### src/verilog/irq_prio_map.svh
// Register offsets, field positions, reset values and codes of the priority block
`ifndef IRQ_PRIO_MAP_SVH
`define IRQ_PRIO_MAP_SVH

// Register indices; the byte address is four times the index
`define PRI_IDX_SECOND 6'h01
`define PRI_IDX_THIRD 6'h02
`define PRI_IDX_FOURTH 6'h03
`define PRI_IDX_FIFTH 6'h04

// Reset value and writable bits of each register
`define PRI_RESET 16'h0000
`define PRI_WMASK_SECOND 16'h0003
`define PRI_WMASK_THIRD 16'hF3FF
`define PRI_WMASK_FOURTH 16'hFFF0
`define PRI_WMASK_FIFTH 16'h00FF

// Field encoding
`define PRI_CODE_OFF 2'h0
`define PRI_LEVEL_MAX 2'h2

// Field low bit positions
`define FLD_FREQ_SYNTH 0
`define FLD_RX_FULL 14
`define FLD_RX_ERROR 12
`define FLD_TX_IDLE 8
`define FLD_TX_EMPTY 6
`define FLD_SS_TX_EMPTY 4
`define FLD_SS_RX_FULL 2
`define FLD_PORT_A 0
`define FLD_CONV_A 14
`define FLD_TIMER3 12
`define FLD_TIMER2 10
`define FLD_TIMER1 8
`define FLD_TIMER0 6
`define FLD_TWOWIRE 4
`define FLD_PULSE_FAULT 6
`define FLD_PULSE_RELOAD 4
`define FLD_CONV_ZERO 2
`define FLD_CONV_B 0

`endif

### src/verilog/irq_prio_pkg.sv
// Types shared by the interrupt priority level block
package irq_prio_pkg;
  // Source numbering, one entry per level field
  typedef enum {
    SRC_FREQ_SYNTH, SRC_RX_FULL, SRC_RX_ERROR, SRC_TX_IDLE, SRC_TX_EMPTY,
    SRC_SS_TX_EMPTY, SRC_SS_RX_FULL, SRC_PORT_A, SRC_CONV_A, SRC_TIMER3,
    SRC_TIMER2, SRC_TIMER1, SRC_TIMER0, SRC_TWOWIRE, SRC_PULSE_FAULT,
    SRC_PULSE_RELOAD, SRC_CONV_ZERO, SRC_CONV_B, SRC_COUNT
  } src_id_e;

  // Request handed to the prioritisation logic
  typedef struct packed {
    logic active;
    logic [1:0] level;
  } src_req_s;

  typedef logic [15:0] prio_word_t;
endpackage

### src/verilog/irq_priority_level_config.sv
// APB register block holding the per-source interrupt priority levels
`timescale 1ns/1ps
`include "irq_prio_map.svh"

// Summary of operation
// - Field 00 disables, 01 is level 0, 10 level 1, 11 level 2.
// - Every level field resets to the disabled code.
// - Frequency synthesizer lock field sits in bits 1-0 of the second register.
// - Third register: receiver full in 15-14, receiver error in 13-12.
// - Third register: transmitter idle in 9-8, transmitter empty in 7-6.
// - Third register: sync serial transmit empty 5-4, receive full 3-2.
// - Third register: port A level in bits 1-0.
// - Reserved bits read as zero and ignore writes.
// - Fourth register: converter A done 15-14, timer 3 in 13-12.
// - Fourth register: timer 2 in 11-10, timer 1 in 9-8, timer 0 in 7-6.
// - Fourth register: two-wire address match level in bits 5-4.
// - Fifth register: pulse fault in 7-6, pulse reload in 5-4.
// - Fifth register: converter zero-crossing or limit level in bits 3-2.
// - Fifth register: converter B done level in bits 1-0.
module irq_priority_level_config #(
  parameter int NUM_SRC = irq_prio_pkg::SRC_COUNT,
  parameter int ADDR_W = 8
) (
  input wire logic pclk,
  input wire logic presetn,
  input wire logic psel,
  input wire logic penable,
  input wire logic pwrite,
  input wire logic [ADDR_W-1:0] paddr,
  input wire logic [31:0] pwdata,
  input wire logic [3:0] pstrb,
  input wire logic [NUM_SRC-1:0] src_irq,
  output logic [31:0] prdata,
  output logic pready,
  output logic pslverr,
  output irq_prio_pkg::src_req_s [NUM_SRC-1:0] src_req
);

  // ----------------------------------------------------------
  // Register storage
  // ----------------------------------------------------------
  irq_prio_pkg::prio_word_t second_q;
  irq_prio_pkg::prio_word_t third_q;
  irq_prio_pkg::prio_word_t fourth_q;
  irq_prio_pkg::prio_word_t fifth_q;

  logic [31:0] prdata_q;
  logic pready_q;
  logic pslverr_q;
  irq_prio_pkg::src_req_s [NUM_SRC-1:0] src_req_q;

  // ----------------------------------------------------------
  // Address decode
  // ----------------------------------------------------------
  logic [ADDR_W-1:0] addr_second;
  logic [ADDR_W-1:0] addr_third;
  logic [ADDR_W-1:0] addr_fourth;
  logic [ADDR_W-1:0] addr_fifth;
  logic hit_second;
  logic hit_third;
  logic hit_fourth;
  logic hit_fifth;
  logic hit_any;
  logic setup_ph;
  logic wr_acc;
  logic [15:0] lane_mask;

  // Word index scaled to a byte address
  assign addr_second = ADDR_W'({`PRI_IDX_SECOND, 2'h0});
  assign addr_third = ADDR_W'({`PRI_IDX_THIRD, 2'h0});
  assign addr_fourth = ADDR_W'({`PRI_IDX_FOURTH, 2'h0});
  assign addr_fifth = ADDR_W'({`PRI_IDX_FIFTH, 2'h0});

  assign hit_second = (paddr == addr_second);
  assign hit_third = (paddr == addr_third);
  assign hit_fourth = (paddr == addr_fourth);
  assign hit_fifth = (paddr == addr_fifth);
  assign hit_any = hit_second | hit_third | hit_fourth | hit_fifth;

  // Setup is seen once; the write commits only at the completing edge
  assign setup_ph = psel & ~penable;
  assign wr_acc = psel & penable & pready_q & pwrite & ~pslverr_q;

  // Only the two low byte lanes carry register bits
  assign lane_mask = {{8{pstrb[1]}}, {8{pstrb[0]}}};

  // ----------------------------------------------------------
  // APB handshake
  // ----------------------------------------------------------
  // One wait-free access: ready rises in the access phase after setup
  always_ff @(posedge pclk or negedge presetn) begin
    if (!presetn) begin
      pready_q <= 1'h0;
      pslverr_q <= 1'h0;
    end else begin
      pready_q <= setup_ph;
      pslverr_q <= setup_ph & ~hit_any;
    end
  end

  // Read data captured at setup; no write can land in between
  always_ff @(posedge pclk or negedge presetn) begin
    if (!presetn) begin
      prdata_q <= 32'h0000_0000;
    end else if (setup_ph) begin
      if (pwrite || !hit_any) begin
        prdata_q <= 32'h0000_0000;
      end else if (hit_second) begin
        prdata_q <= {16'h0000, second_q};
      end else if (hit_third) begin
        prdata_q <= {16'h0000, third_q};
      end else if (hit_fourth) begin
        prdata_q <= {16'h0000, fourth_q};
      end else begin
        prdata_q <= {16'h0000, fifth_q};
      end
    end
  end

  // ----------------------------------------------------------
  // Priority registers
  // ----------------------------------------------------------
  // Write masks keep reserved bits at zero, so reads need no extra gating
  always_ff @(posedge pclk or negedge presetn) begin
    if (!presetn) begin
      second_q <= `PRI_RESET;
    end else if (wr_acc && hit_second) begin
      second_q <= (second_q & ~lane_mask) |
        (pwdata[15:0] & lane_mask & `PRI_WMASK_SECOND);
    end
  end

  always_ff @(posedge pclk or negedge presetn) begin
    if (!presetn) begin
      third_q <= `PRI_RESET;
    end else if (wr_acc && hit_third) begin
      third_q <= (third_q & ~lane_mask) |
        (pwdata[15:0] & lane_mask & `PRI_WMASK_THIRD);
    end
  end

  always_ff @(posedge pclk or negedge presetn) begin
    if (!presetn) begin
      fourth_q <= `PRI_RESET;
    end else if (wr_acc && hit_fourth) begin
      fourth_q <= (fourth_q & ~lane_mask) |
        (pwdata[15:0] & lane_mask & `PRI_WMASK_FOURTH);
    end
  end

  always_ff @(posedge pclk or negedge presetn) begin
    if (!presetn) begin
      fifth_q <= `PRI_RESET;
    end else if (wr_acc && hit_fifth) begin
      fifth_q <= (fifth_q & ~lane_mask) |
        (pwdata[15:0] & lane_mask & `PRI_WMASK_FIFTH);
    end
  end

  // ----------------------------------------------------------
  // Field extraction
  // ----------------------------------------------------------
  logic [1:0] fld [NUM_SRC];

  // Each source picks its two bits out of its register
  assign fld[irq_prio_pkg::SRC_FREQ_SYNTH] = second_q[`FLD_FREQ_SYNTH +: 2];
  assign fld[irq_prio_pkg::SRC_RX_FULL] = third_q[`FLD_RX_FULL +: 2];
  assign fld[irq_prio_pkg::SRC_RX_ERROR] = third_q[`FLD_RX_ERROR +: 2];
  assign fld[irq_prio_pkg::SRC_TX_IDLE] = third_q[`FLD_TX_IDLE +: 2];
  assign fld[irq_prio_pkg::SRC_TX_EMPTY] = third_q[`FLD_TX_EMPTY +: 2];
  assign fld[irq_prio_pkg::SRC_SS_TX_EMPTY] = third_q[`FLD_SS_TX_EMPTY +: 2];
  assign fld[irq_prio_pkg::SRC_SS_RX_FULL] = third_q[`FLD_SS_RX_FULL +: 2];
  assign fld[irq_prio_pkg::SRC_PORT_A] = third_q[`FLD_PORT_A +: 2];
  assign fld[irq_prio_pkg::SRC_CONV_A] = fourth_q[`FLD_CONV_A +: 2];
  assign fld[irq_prio_pkg::SRC_TIMER3] = fourth_q[`FLD_TIMER3 +: 2];
  assign fld[irq_prio_pkg::SRC_TIMER2] = fourth_q[`FLD_TIMER2 +: 2];
  assign fld[irq_prio_pkg::SRC_TIMER1] = fourth_q[`FLD_TIMER1 +: 2];
  assign fld[irq_prio_pkg::SRC_TIMER0] = fourth_q[`FLD_TIMER0 +: 2];
  assign fld[irq_prio_pkg::SRC_TWOWIRE] = fourth_q[`FLD_TWOWIRE +: 2];
  assign fld[irq_prio_pkg::SRC_PULSE_FAULT] = fifth_q[`FLD_PULSE_FAULT +: 2];
  assign fld[irq_prio_pkg::SRC_PULSE_RELOAD] = fifth_q[`FLD_PULSE_RELOAD +: 2];
  assign fld[irq_prio_pkg::SRC_CONV_ZERO] = fifth_q[`FLD_CONV_ZERO +: 2];
  assign fld[irq_prio_pkg::SRC_CONV_B] = fifth_q[`FLD_CONV_B +: 2];

  // ----------------------------------------------------------
  // Request decode toward the prioritiser
  // ----------------------------------------------------------
  // Registered so the prioritiser sees clean levels; costs one cycle
  genvar gi;
  generate
    for (gi = 0; gi < NUM_SRC; gi++) begin : g_src
      always_ff @(posedge pclk or negedge presetn) begin
        if (!presetn) begin
          src_req_q[gi] <= '0;
        end else begin
          src_req_q[gi].active <= src_irq[gi] & (fld[gi] != `PRI_CODE_OFF);
          // Code minus one yields levels 0 to 2 only
          src_req_q[gi].level <= (fld[gi] == `PRI_CODE_OFF) ? 2'h0 : fld[gi] - 2'h1;
        end
      end

      // Disabled field never lets a request through
      a_off_suppress: assert property (@(posedge pclk) disable iff (!presetn)
        (fld[gi] == `PRI_CODE_OFF) |=> !src_req_q[gi].active)
        else $error("disabled source raised a request");

      // Enabled request carries the field code less one
      a_level_decode: assert property (@(posedge pclk) disable iff (!presetn)
        (src_irq[gi] && fld[gi] != `PRI_CODE_OFF) |=>
        (src_req_q[gi].active && src_req_q[gi].level == $past(fld[gi]) - 2'h1))
        else $error("request level does not match its field");

      // No source may be presented above level 2
      a_level_ceiling: assert property (@(posedge pclk) disable iff (!presetn)
        src_req_q[gi].level <= `PRI_LEVEL_MAX)
        else $error("request level above the ceiling");

      // A disabled source also reports level zero, so no stale level leaks out
      a_off_level: assert property (@(posedge pclk) disable iff (!presetn)
        (fld[gi] == `PRI_CODE_OFF) |=> (src_req_q[gi].level == 2'h0))
        else $error("disabled source reports a level");

      // A quiet source raises nothing, whatever its field holds
      a_quiet_source: assert property (@(posedge pclk) disable iff (!presetn)
        !src_irq[gi] |=> !src_req_q[gi].active)
        else $error("request without a source event");
    end
  endgenerate

  // ----------------------------------------------------------
  // Output drive
  // ----------------------------------------------------------
  assign prdata = prdata_q;
  assign pready = pready_q;
  assign pslverr = pslverr_q;
  assign src_req = src_req_q;

  // ----------------------------------------------------------
  // Checks on the register file
  // ----------------------------------------------------------
  // All fields come out of reset disabled
  a_reset_clear: assert property (@(posedge pclk) disable iff (!presetn)
    !$past(presetn) |-> ((second_q | third_q | fourth_q | fifth_q) == 16'h0000))
    else $error("priority field not disabled after reset");

  // Reserved ranges hold zero whatever was written
  a_reserved_zero: assert property (@(posedge pclk) disable iff (!presetn)
    (second_q[15:2] == 14'h0000) && (third_q[11:10] == 2'h0) &&
    (fourth_q[3:0] == 4'h0) && (fifth_q[15:8] == 8'h00))
    else $error("reserved bits not zero");

  // Full-lane write to the third register lands in one access
  a_write_third: assert property (@(posedge pclk) disable iff (!presetn)
    (wr_acc && hit_third && pstrb[1:0] == 2'h3) |=>
    (third_q == ($past(pwdata[15:0]) & `PRI_WMASK_THIRD)))
    else $error("third register write not applied");

  // Port A field tracks the low bits written two cycles before the output
  a_port_a_path: assert property (@(posedge pclk) disable iff (!presetn)
    (wr_acc && hit_third && pstrb[0] && pwdata[1:0] == 2'h3) ##1
    src_irq[irq_prio_pkg::SRC_PORT_A] |=>
    (src_req_q[irq_prio_pkg::SRC_PORT_A].level == `PRI_LEVEL_MAX))
    else $error("port A field not at bits 1-0");

  // A read completes with current contents and reserved bits clear
  a_read_fifth: assert property (@(posedge pclk) disable iff (!presetn)
    (setup_ph && !pwrite && hit_fifth) |=>
    (pready_q && prdata_q == {16'h0000, fifth_q} && prdata_q[15:8] == 8'h00))
    else $error("fifth register read mismatch");

  // Setup is answered ready in the next cycle, error only for holes
  a_ready_timing: assert property (@(posedge pclk) disable iff (!presetn)
    setup_ph |=> (pready_q && (pslverr_q == !$past(hit_any))))
    else $error("access not answered in one cycle");

  // Unmapped writes change nothing
  a_unmapped_hold: assert property (@(posedge pclk) disable iff (!presetn)
    (psel && penable && pslverr_q) |=>
    ($stable(second_q) && $stable(third_q) && $stable(fourth_q) && $stable(fifth_q)))
    else $error("unmapped access altered a register");

  // ----------------------------------------------------------
  // Checks on the bus answer and on per-register writes
  // ----------------------------------------------------------
  // Ready is a single pulse; a held level would complete a phantom transfer
  a_ready_pulse: assert property (@(posedge pclk) disable iff (!presetn)
    pready_q |=> !pready_q)
    else $error("ready held for more than one cycle");

  // An error answer only ever comes together with ready
  a_error_ready: assert property (@(posedge pclk) disable iff (!presetn)
    pslverr_q |-> pready_q)
    else $error("error flagged without ready");

  // No select, no answer in the following cycle
  a_idle_quiet: assert property (@(posedge pclk) disable iff (!presetn)
    !psel |=> (!pready_q && !pslverr_q))
    else $error("answer without a request");

  // The upper half of the read word never carries data
  a_read_upper: assert property (@(posedge pclk) disable iff (!presetn)
    pready_q |-> (prdata_q[31:16] == 16'h0000))
    else $error("upper read half not zero");

  // Holes read as zero so stale data from an earlier read cannot leak
  a_read_hole: assert property (@(posedge pclk) disable iff (!presetn)
    (setup_ph && !hit_any) |=> (prdata_q == 32'h0000_0000))
    else $error("unmapped read returned data");

  // Second register reads back its lock field in place
  a_read_second: assert property (@(posedge pclk) disable iff (!presetn)
    (setup_ph && !pwrite && hit_second) |=> (prdata_q == {16'h0000, second_q}))
    else $error("second register read mismatch");

  // Third register reads back its serial and port fields in place
  a_read_third: assert property (@(posedge pclk) disable iff (!presetn)
    (setup_ph && !pwrite && hit_third) |=> (prdata_q == {16'h0000, third_q}))
    else $error("third register read mismatch");

  // Fourth register reads back its timer and converter fields in place
  a_read_fourth: assert property (@(posedge pclk) disable iff (!presetn)
    (setup_ph && !pwrite && hit_fourth) |=> (prdata_q == {16'h0000, fourth_q}))
    else $error("fourth register read mismatch");

  // The lock field lives in the low lane only, so one strobe suffices
  a_write_second: assert property (@(posedge pclk) disable iff (!presetn)
    (wr_acc && hit_second && pstrb[0]) |=>
    (second_q == ($past(pwdata[15:0]) & `PRI_WMASK_SECOND)))
    else $error("second register write not applied");

  // Full-lane write to the fourth register lands in one access
  a_write_fourth: assert property (@(posedge pclk) disable iff (!presetn)
    (wr_acc && hit_fourth && pstrb[1:0] == 2'h3) |=>
    (fourth_q == ($past(pwdata[15:0]) & `PRI_WMASK_FOURTH)))
    else $error("fourth register write not applied");

  // All fifth-register fields sit in the low lane
  a_write_fifth: assert property (@(posedge pclk) disable iff (!presetn)
    (wr_acc && hit_fifth && pstrb[0]) |=>
    (fifth_q == ($past(pwdata[15:0]) & `PRI_WMASK_FIFTH)))
    else $error("fifth register write not applied");

  // An unstrobed lane keeps its old fields
  a_lane_keep: assert property (@(posedge pclk) disable iff (!presetn)
    (wr_acc && hit_third && !pstrb[1]) |=> (third_q[15:8] == $past(third_q[15:8])))
    else $error("unstrobed lane was written");

endmodule // irq_priority_level_config

### config.mk
export PLATFORM = sky130hd
export DESIGN_NAME = irq_priority_level_config
export DESIGN_NICKNAME = d
export VERILOG_FILES = /design/src/verilog/irq_prio_pkg.sv /design/src/verilog/irq_priority_level_config.sv
export VERILOG_INCLUDE_DIRS = /design/src /design/src/verilog
export SDC_FILE = /design/constraint.sdc
export NUM_CORES = 1
export LEC_CHECK = 0
export BUFFER_PORTS_ARGS = -buffer_cell sky130_fd_sc_hd__buf_4
export CORE_AREA = 2 2 95 120
export DETAILED_ROUTE_END_ITERATION = 8
export DIE_AREA = 0 0 97 122
export HOLD_SLACK_MARGIN = 0.1
export PLACE_DENSITY = 0.76
export SKIP_CTS_REPAIR_TIMING = 1
export SLEW_MARGIN = 20
export SYNTH_ARGS = -nofsm -noshare
export SYNTH_HDL_FRONTEND = slang
export SYNTH_SLANG_ARGS = --single-unit
### constraint.sdc
create_clock -name pclk -period 2.34 [get_ports pclk]
set_clock_uncertainty 0.1 [all_clocks]
set_input_delay 0.117 -clock pclk [delete_from_list [all_inputs] [get_ports pclk]]
set_output_delay 0.117 -clock pclk [all_outputs]
set_load 0.05 [all_outputs]
**After elaboration in Yosys (flattened, before gate mapping)**

Cells that the tools add are included.

- Register bits after elaboration: 152
- Bits of input ports: 67
- Output and inout port bits: 88
- Logic and storage cells: 169

- Add/sub/neg operators: 18
- Equality and inequality tests: 4
- Multiplexer cells: 22
- Bitwise gates (word level): 40
- Reductions and logical operators: 42

Operator list:

| operator | number |
|---|---|
| $mux W32 | 3 |
| $and A16 B16 Y16 | 5 |
| $logic_not A2 Y1 | 18 |
| $mux W2 | 18 |
| $reduce_bool A2 Y1 | 18 |
| $sub A2 B1 Y2 const B | 18 |
| $or A16 B16 Y16 | 2 |
| $and A1 B1 Y1 | 24 |
| $eq A8 B4 Y1 const B | 2 |
| $mux W16 | 1 |
| $not A16 Y16 | 1 |
| $or A16 B2 Y16 | 1 |
| $or A16 B8 Y16 | 1 |
| $eq A8 B3 Y1 const B | 1 |
| $eq A8 B5 Y1 const B | 1 |
| $logic_and A1 B1 Y1 | 4 |
| $not A1 Y1 | 3 |
| $or A1 B1 Y1 | 3 |
| $logic_not A1 Y1 | 1 |
| $logic_or A1 B1 Y1 | 1 |

**Logic depth before layout (Yosys ltp)**

Gate-level depths: netlist (run 1).

- Depth after elaboration: 7
- Depth in mapped cells: 6
- Mapped depth without buffers: 4

**Least setup slack after synthesis (run 1)**

Ideal clock, no wire load.

- Path type: register to register
- From: register pready_q (netlist: pready)
- To: register (tool-made name)
- Library setup time: 125 ps
- Data arrival time: 1963 ps
- Required time: 2115 ps
- Setup slack: 152 ps
- Cell stages (with the launch flop): 6
- Buffers on the path: 1
- Period minus slack after synthesis: 2188 ps
- Path through: dfrtp_1 nand4_1 nor3b_1 and3_1 clkbuf_1 mux2_2

RTL lines:

| item | RTL line | source |
|---|---|---|
| start, declared | irq_priority_level_config.sv:48 | `logic pready_q;` |
| start signal, assigned | irq_priority_level_config.sv:96 | `pready_q <= setup_ph;` |

==> results.py, run 1 <==
metrics = {
    "yosys": {
        "ys_seq_area_share_pct": 64.9,
        "synth_common_cells": "136 x dfrtp_1, 50 x mux2_2, 43 x and2_1, 22 x nor2b_1, 19 x nor2_1",
        "ys_async_sr_fraction_pct": 100,
        "synthTopCellsByArea": "dfrtp_1 65%, mux2_2 11%, and2_1 5.1%, nor2b_1 2.6%, o21a_1 2.6%",
        "synth_flop_cell": "dfrtp_1",
        "synth_most_common_cell": "dfrtp_1",
        "synth_top_area_cell": "dfrtp_1",
        "avgSynthCellArea_um2": 13.5,
        "synth_top_area_share_pct": 64.9,
        "syn_area_mm2": 0.00525,
        "synth_edf_count": 0,
        "yosys_warnings": 0,
        "ys_seq_elements": 136,
        "postSynthCellCount": 389,
        "ys_types": 30,
    },
    "drt": {
        "antenna_left": 0,
        "routedWlPerCell_um": 16.7,
        "via_per_inst": 4.99,
        "drtPass1Iterations": 5,
        "drc": 0,
        "drtIter0Drc": 106,
        "drt_wl_total_um": 11900,
        "vias": 3561,
    },
    "sta": {
        "relSlewSlack_pct": 60.1,
        "min_period_ns": 2.05,
        "hold_violations": 0,
        "post-route-period-util_pct": 87.7,
        "fmax_mhz": 487,
        "tightest_slew_ns": 0.597,
        "rsz0062_at_grt": "false",
        "finalSetupTns_ns": 0,
        "timing.final.max_slew_violations": 0,
        "setup_viol": 0,
        "fin_ws_ns": 0.288,
    },
    "cts": {
        "cts_buffers": 17,
        "htree_levels": 4,
        "numClockSinks": 136,
        "clock_latency_ns": 0.41,
        "tritoncts": "done",
        "clk_pin_slew_ns": 0.06,
        "clock-root-buffer": "clkbuf_16",
        "clockBufferDepth": 2,
    },
    "floorplan": {
        "die_y_um": 122,
        "fp-row-count": 43,
        "num_io_pins": 155,
        "core_mm2": 0.0108,
        "start_util_pct": 48.5,
        "die_w_um": 97,
        "die-area_mm2": 0.0118,
    },
    "setup_path": {
        "reg2reg_slack_ns": 0.45,
        "cp.arrival_ns": 2.24,
        "crit_path_start_kind": "primary input",
        "path_class": "in2reg",
        "crit_family": "simple AND/OR/NAND/NOR gates",
        "path_cells": "dlygate4sd3_1, buf_4, nor4_1, and2_1, and3_1, mux2_2",
        "cp_max_fo": 8,
        "cp_slowest_cell": "dlygate4sd3_1",
        "path_buf_inv": 2,
        "r2r_cells": 5,
        "cp.depth": 6,
        "critPathRequiredTime_ns": 2.53,
        "cp_slowest_stage_delay_ns": 0.56,
        "endpoint_kind": "flop",
    },
    "grt": {
        "grt_start_max_net_pins": 64,
        "grt_usage_pct": 19.9,
        "grt-ovfl-total": 0,
        "grt_antenna_before_repair": 0,
        "grt_pass1_wl_um": 18200,
        "grt_pass1_vias": 3635,
    },
    "power_and_ir_drop": {
        "power.share.clock_pct": 50.6,
        "seqPwrFrac_pct": 44.1,
        "power_switching_share_pct": 21.6,
        "leakagePower_uw": 0.00383,
        "p_sw_uw": 1150,
        "power_density_mw_per_mm2": 734,
        "vdd_ir_drop_max_v": 0.000636,
        "power.internal_uw": 4200,
        "p_comb_share_pct": 5.3,
    },
    "place": {
        "placed_cell_area_mm2": 0.00629,
        "hpwl_um": 7830,
        "gp_congestion": 0.810,
        "io_buffers": 120,
        "dp_slack_ns": 0.206,
    },
    "final_layout": {
        "fin_nets": 632,
        "diodes": 0,
        "fin_util_pct": 67.4,
        "finish.instance_area_mm2": 0.00729,
        "drive_above_1_share_pct": 37.7,
        "multi_input_area_mm2": 0.00173,
        "n_fill_cell": 768,
        "areaGrowthSynthToFinish_pct": 39.0,
        "seq_area_mm2": 0.00340,
    },
    "hold_path": {
        "min_path_cells": 5,
        "hold_path_class": "in2reg",
    },
    "outcome": {
        "status": "finished, final reports clean",
    },
    "run": {
        "max_cap_viol_count": 0,
    },
}
[cell families after synthesis]
kind of cell | after synthesis | share of synthesized area [%]
flip-flops | 136 | 64.9
AND/OR/NAND/NOR | 120 | 13.4
multiplexers | 52 | 11.3
AO/OA/AOI/OAI | 51 | 6.87
buffers and inverters | 28 | 3.31
XOR/XNOR | 1 | 0.167
other | 1 | 0.0715
[power by group through the flow]
| stage | Clock, uW | Sequential, uW | Combinational (uW) |
|---|---|---|---|
| floorplan | 0 | 2410 | 107 |
| global placement | 0 | 2400 | 231 |
| global route | 2840 | 2360 | 310 |
| CTS | 2750 | 2360 | 236 |
| detailed placement | 0 | 2400 | 236 |
| finish | 2710 | 2360 | 286 |
[area by class of cell]
type                    instances  share of cell area [%]
flip-flops and latches        136                    46.7
multi-input cells             240                    23.7
repair buffers                169                    19.0
clock buffers                  20                    6.26
well taps                     135                    2.32
clock inverters                12                    2.06
inverters                       1                  0.0515
[routing by layer]
metal,wire length (um),up-vias,global-route usage (%)
met4,240,0,9.33
met3,613,19,5.28
met1,4700,1766,23.0
li1,-,1660,-
met5,0,-,0
met2,6320,116,34.8
[stage by stage]
stage	hold WS [ns]	power [uW]	instances
finish	0.0979	5350	713
detailed placement	0.0385	2640	642
floorplan	-0.279	2520	404
global route	0.126	5510	713
global placement	0.0232	2630	642
CTS	-0.405	5350	674
[worst paths after layout]
| path | start | to |
|---|---|---|
| max in group asynchronous | presetn | second_q[9]$_DFFE_PN0P_ |
| worst min-delay path | pwrite | prdata[6]$_DFFE_PN0P_ |
| min in group asynchronous | presetn | src_req[17]$_DFF_PN0_ |
| worst min register to register | third_q[11]$_DFFE_PN0P_ | third_q[11]$_DFFE_PN0P_ |
| worst max register to register | pready$_DFF_PN0_ | flop |
| worst max-delay path | paddr[7] | flop |
[cell usage in the layout (no fill, tap or decap), types with 17 or more instances in the layout]
cell type / synthesis / final
dfrtp_1: 136 / 136
buf_4: 16 / 128
mux2_2: 50 / 50
and2_1: 43 / 43
dlygate4sd3_1: 0 / 39
nor2b_1: 22 / 22
nor2_1: 19 / 19
o21a_1: 18 / 18
nand2_1: 17 / 17
clkbuf_16: 0 / 17
[tightest hold or removal path, stage by stage]
cell	delay, ns
buf_4	0.09
nor2_1	0.04
nand3_1	0.09
buf_4	0.16
o31ai_1	0.08
Power figures use the tool's default switching activity.
==> inputs of run 2 (changes only) <==
--- a/config.mk
+++ b/config.mk
@@ -7,11 +7,10 @@
 export NUM_CORES = 1
 export LEC_CHECK = 0
 export BUFFER_PORTS_ARGS = -buffer_cell sky130_fd_sc_hd__buf_4
-export CORE_AREA = 2 2 95 120
+export CORE_AREA = 2 2 122 153
 export DETAILED_ROUTE_END_ITERATION = 8
-export DIE_AREA = 0 0 97 122
+export DIE_AREA = 0 0 124 155
 export HOLD_SLACK_MARGIN = 0.1
-export PLACE_DENSITY = 0.76
 export SKIP_CTS_REPAIR_TIMING = 1
 export SLEW_MARGIN = 20
 export SYNTH_ARGS = -nofsm -noshare
==> run 2 against run 1 <==
Net effect:
- power increased by 0.49%
- critical path type unchanged
- sequential power about the same
- critical path depth unchanged
- register-to-register slack improved by 0.09 ns
- count of clock-buffer cells in the layout decreased by 1
- first-iteration DRC count increased by 5.7%
- clock power about the same
- largest power group unchanged
- global-route usage decreased by 6.5 points
- via count increased by 0.14%
- core utilization decreased by 26 points
- setup slack got worse by 0.017 ns
==> results.py, run 2 (synthesized netlist as in run 1, its figures left out) <==
metrics = {
    "outcome": {
        "status": "finished, final reports clean",
    },
    "final_layout": {
        "drive_above_1_share_pct": 38.4,
        "areaGrowthSynthToFinish_pct": 41.4,
        "finish.instance_area_mm2": 0.00742,
        "fin_nets": 635,
        "n_fill_cell": 1716,
        "mostFrequentLayoutCells": "136 x dfrtp_1, 134 x buf_4, 50 x mux2_2, 43 x and2_1, 37 x dlygate4sd3_1",
        "fin_util_pct": 41.5,
        "diodes": 0,
        "stdcell_count": 809,
        "final_common_cell": "dfrtp_1",
    },
    "place": {
        "io_buffers": 120,
        "place_inst": 740,
        "hpwl_um": 8560,
        "gp_congestion": 0.728,
        "placed_cell_area_mm2": 0.00643,
    },
    "power_and_ir_drop": {
        "power.share.clock_pct": 50.8,
        "vdd_ir_drop_max_v": 0.000542,
        "leakagePower_uw": 0.00384,
        "power_switching_share_pct": 22.2,
        "p_comb_share_pct": 5.3,
        "power.total_uw": 5380,
        "p_sw_uw": 1190,
        "seqPwrFrac_pct": 43.9,
        "power_density_mw_per_mm2": 725,
        "power.internal_uw": 4190,
    },
    "setup_path": {
        "cp_slowest_cell": "dlygate4sd3_1",
        "cp_max_fo": 8,
        "critPathRequiredTime_ns": 2.53,
        "crit_path_start_kind": "primary input",
        "cp.arrival_ns": 2.26,
        "reg2reg_slack_ns": 0.54,
        "r2r_cells": 6,
        "path_class": "in2reg",
        "cp_slowest_stage_delay_ns": 0.54,
        "endpoint_kind": "flop",
        "r2r_start": "pready$_DFF_PN0_",
        "path_cells": "dlygate4sd3_1, buf_4, nor4_1, and2_1, and3_1, mux2_2",
    },
    "drt": {
        "via_per_inst": 4.41,
        "drt_wl_total_um": 12400,
        "routedWlPerCell_um": 15.4,
        "antenna_left": 0,
        "drtIter0Drc": 112,
        "vias": 3566,
        "drtPass1Iterations": 4,
        "drc": 0,
    },
    "hold_path": {
        "min_from": "paddr[6]",
        "min_to": "pslverr$_DFF_PN0_",
        "min_path_cells": 4,
        "hold_path_class": "in2reg",
    },
    "cts": {
        "cts_buffers": 17,
        "tritoncts": "done",
        "clk_pin_slew_ns": 0.06,
        "clockBufferDepth": 2,
        "clock_latency_ns": 0.41,
        "numClockSinks": 136,
        "htree_levels": 4,
        "clock-root-buffer": "clkbuf_16",
    },
    "sta": {
        "rsz0062_at_grt": "false",
        "timing.final.max_slew_violations": 0,
        "finalSetupTns_ns": 0,
        "min_period_ns": 2.07,
        "post-route-period-util_pct": 88.4,
        "tightest_slew_ns": 0.762,
        "setup_viol": 0,
        "fmax_mhz": 483,
        "hold_violations": 0,
        "relSlewSlack_pct": 49.1,
    },
    "grt": {
        "grt_pass1_wl_um": 19100,
        "grt_pass1_vias": 3629,
        "grt_antenna_before_repair": 0,
        "grt-ovfl-total": 0,
        "grt_usage_pct": 13.4,
        "grt_start_max_net_pins": 60,
    },
    "run": {
        "max_cap_viol_count": 0,
    },
    "floorplan": {
        "die-area_mm2": 0.0192,
        "num_io_pins": 155,
        "die_w_um": 124,
        "die_y_um": 155,
        "start_util_pct": 29.3,
        "fp-row-count": 55,
        "core_mm2": 0.0179,
    },
}
run 2: cell count changes in the layout (fill, tap and decap cells not counted), sizes merged:
cell         previous run  this run
dlygate4sd3            39        37
buf                   130       135
clkinvlp                3         2
inv                     1         3
clkbuf                 20        19
run 2: worst max-delay path, delay by kind of cell:
family	cells	cell delay, ns
buffers and inverters	2	0.70
multiplexers	1	0.39
AND/OR/NAND/NOR	3	1.07
run 2: final cells by class:
class                      count  area, um2  area share (%)
sequential                   136       3400            45.9
clock inverter                13        171            2.31
clock buffer                  19        443            5.97
inverter                       1       3.75          0.0506
timing repair buffer         172       1390            18.7
tap                          228        285            3.84
multi-input combinational    240       1730            23.3
run 2: worst max path at each step:
stage	from	endpoint	slack, ns	depth (start not counted)
5_1_grt	paddr[7]	flop	0.20	6
4_1_cts	pready$_DFF_PN0_	flop	0.52	4
2_1_floorplan	pready$_DFF_PN0_	flop	0.15	5
6_report	paddr[7]	flop	0.27	6
3_5_place_dp	paddr[5]	flop	0.20	5
3_3_place_gp	paddr[5]	flop	0.22	5
run 2: per-layer routing:
layer  vias up  routed length, um  global-route usage [%]
met5         -                  0                       0
met4         0                206                    5.40
met2        89               6590                    23.8
li1       1660                  -                       -
met3        18                628                    4.22
met1      1799               5000                    14.8
run 2: power groups by stage:
stage | Sequential (uW) | Combinational [uW] | Clock, uW
after global placement | 2400 | 235 | 0
after floorplan | 2410 | 107 | 0
final | 2360 | 286 | 2740
after CTS | 2360 | 241 | 2820
after global routing | 2360 | 312 | 2930
after detailed placement | 2400 | 241 | 0
run 2: per-stage QoR:
stage | hold slack [ns] | setup WS [ns]
floorplan | -0.279 | 0.152
global placement | 0.0126 | 0.218
detailed placement | 0.0194 | 0.202
CTS | -0.424 | 0.519
global route | 0.108 | 0.200
finish | 0.0711 | 0.271
==> inputs of run 3 (changes only) <==
--- a/config.mk
+++ b/config.mk
@@ -7,12 +7,12 @@
 export NUM_CORES = 1
 export LEC_CHECK = 0
 export BUFFER_PORTS_ARGS = -buffer_cell sky130_fd_sc_hd__buf_4
-export CORE_AREA = 2 2 122 153
+export CORE_AREA = 2 2 115 162
 export DETAILED_ROUTE_END_ITERATION = 8
-export DIE_AREA = 0 0 124 155
+export DIE_AREA = 0 0 117 164
 export HOLD_SLACK_MARGIN = 0.1
 export SKIP_CTS_REPAIR_TIMING = 1
-export SLEW_MARGIN = 20
+export SLEW_MARGIN = 25
 export SYNTH_ARGS = -nofsm -noshare
 export SYNTH_HDL_FRONTEND = slang
 export SYNTH_SLANG_ARGS = --single-unit
==> run 3 against run 2 <==
Net effect:
- clock power about the same
- die area down 0.17%
- count of clock-buffer cells in the layout rose by 2
- worst hold slack gained 0.034 ns
- flip-flop and latch count did not move
- sequential share of layout area shrank 0.15 points
- critical path type unchanged
- non-clock buffer count fell by 2
- power grew 0.53%
==> results.py, run 3 (synthesized netlist as in run 1, its figures left out) <==
metrics = {
    "grt": {
        "grt-ovfl-total": 0,
        "grt_pass1_wl_um": 18800,
        "grt_usage_pct": 13.4,
        "grt_pass1_vias": 3490,
        "grt_antenna_before_repair": 0,
        "grt_start_max_net_pins": 62,
    },
    "cts": {
        "clockBufferDepth": 2,
        "clk_pin_slew_ns": 0.06,
        "clock_latency_ns": 0.42,
        "numClockSinks": 136,
        "htree_levels": 4,
        "clock-root-buffer": "clkbuf_16",
        "cts_buffers": 17,
        "tritoncts": "done",
    },
    "hold_path": {
        "min_to": "prdata[3]$_DFFE_PN0P_",
        "min_from": "pwrite",
        "min_path_cells": 5,
        "hold_path_class": "in2reg",
    },
    "sta": {
        "rsz0062_at_grt": "false",
        "fin_ws_ns": 0.248,
        "post-route-period-util_pct": 89.4,
        "finalSetupTns_ns": 0,
        "setup_viol": 0,
        "timing.final.max_slew_violations": 0,
        "fmax_mhz": 478,
        "min_period_ns": 2.09,
        "relSlewSlack_pct": 58.1,
        "tightest_slew_ns": 0.627,
        "hold_violations": 0,
    },
    "drt": {
        "drtIter0Drc": 144,
        "vias": 3515,
        "drtPass1Iterations": 4,
        "routedWlPerCell_um": 15.1,
        "antenna_left": 0,
        "drt_wl_total_um": 12400,
        "via_per_inst": 4.30,
        "drc": 0,
    },
    "final_layout": {
        "seq_area_mm2": 0.00340,
        "mostFrequentLayoutCells": "136 x dfrtp_1, 130 x buf_4, 50 x mux2_2, 43 x and2_1, 38 x dlygate4sd3_1",
        "diodes": 0,
        "finish.instance_area_mm2": 0.00744,
        "n_fill_cell": 1642,
        "fin_util_pct": 41.9,
        "areaGrowthSynthToFinish_pct": 41.9,
        "final_common_cell": "dfrtp_1",
        "fin_nets": 633,
        "multi_input_area_mm2": 0.00173,
        "drive_above_1_share_pct": 38.1,
    },
    "setup_path": {
        "crit_path_start_kind": "primary input",
        "cp.arrival_ns": 2.29,
        "cp_slowest_stage_delay_ns": 0.54,
        "cp_slowest_cell": "dlygate4sd3_1",
        "path_cells": "dlygate4sd3_1, buf_4, nor4_1, and2_1, nand3b_1, mux2_2",
        "cp_max_fo": 8,
        "critPathRequiredTime_ns": 2.54,
        "reg2reg_slack_ns": 0.37,
        "endpoint_kind": "flop",
        "r2r_cells": 4,
        "r2r_start": "pready$_DFF_PN0_",
        "path_class": "in2reg",
    },
    "floorplan": {
        "core_mm2": 0.0178,
        "die_y_um": 164,
        "die_w_um": 117,
        "num_io_pins": 155,
        "die-area_mm2": 0.0192,
        "fp-row-count": 58,
        "start_util_pct": 29.5,
    },
    "place": {
        "placed_cell_area_mm2": 0.00644,
        "io_buffers": 120,
        "dp_slack_ns": 0.186,
        "gp_congestion": 0.796,
        "hpwl_um": 8790,
    },
    "outcome": {
        "status": "finished, final reports clean",
    },
    "power_and_ir_drop": {
        "leakagePower_uw": 0.00383,
        "power_density_mw_per_mm2": 727,
        "vdd_ir_drop_max_v": 0.000434,
    },
    "run": {
        "max_cap_viol_count": 0,
    },
}
## run 3: changes by cell type in the layout (fill, tap and decap cells not counted)
cell / previous run / this run
buf_12: 0 / 1
buf_4: 134 / 130
clkbuf_1: 1 / 0
clkbuf_8: 1 / 4
clkinv_4: 5 / 1
clkinvlp_4: 2 / 4
dlygate4sd3_1: 37 / 38
inv_6: 2 / 1
## run 3: worst max-delay path, delay by kind of cell
family	cells	cell delay (ns)
multiplexers	1	0.42
AND/OR/NAND/NOR	3	1.03
buffers and inverters	2	0.70
## run 3: how the worst max path moves through the flow
stage / startpoint / to / slack [ns] / cells past startpoint
after global routing: paddr[7] / flop / 0.18 / 6
final: paddr[7] / flop / 0.25 / 6
after global placement: paddr[5] / flop / 0.21 / 5
after floorplan: pready$_DFF_PN0_ / flop / 0.15 / 5
after CTS: pready$_DFF_PN0_ / flop / 0.30 / 4
after detailed placement: paddr[5] / flop / 0.19 / 5
## run 3: through the flow
stage	hold WS, ns	power, uW	std cells
final	0.105	5410	818
after global routing	0.112	5620	818
after CTS	-0.420	5440	780
after detailed placement	0.0283	2640	749
after global placement	0.0152	2640	749
after floorplan	-0.279	2520	404
## run 3: cell type report
| type | count | area share [%] |
|---|---|---|
| inverters | 1 | 0.0504 |
| well taps | 240 | 4.03 |
| flip-flops and latches | 136 | 45.7 |
| clock inverters | 10 | 1.92 |
| multi-input cells | 240 | 23.2 |
| repair buffers | 170 | 18.6 |
| clock buffers | 21 | 6.45 |
## run 3: power by group
group / total, uW / internal, uW / switching [uW]
clock: 2760 / 1780 / 978
combinational: 286 / 117 / 169
sequential: 2360 / 2360 / 3.19
## run 3: metal layers
layer	wire, um	global-route usage [%]
met5	0	0
met4	122	5.29
met3	674	4.58
met2	6700	23.3
met1	4900	14.8
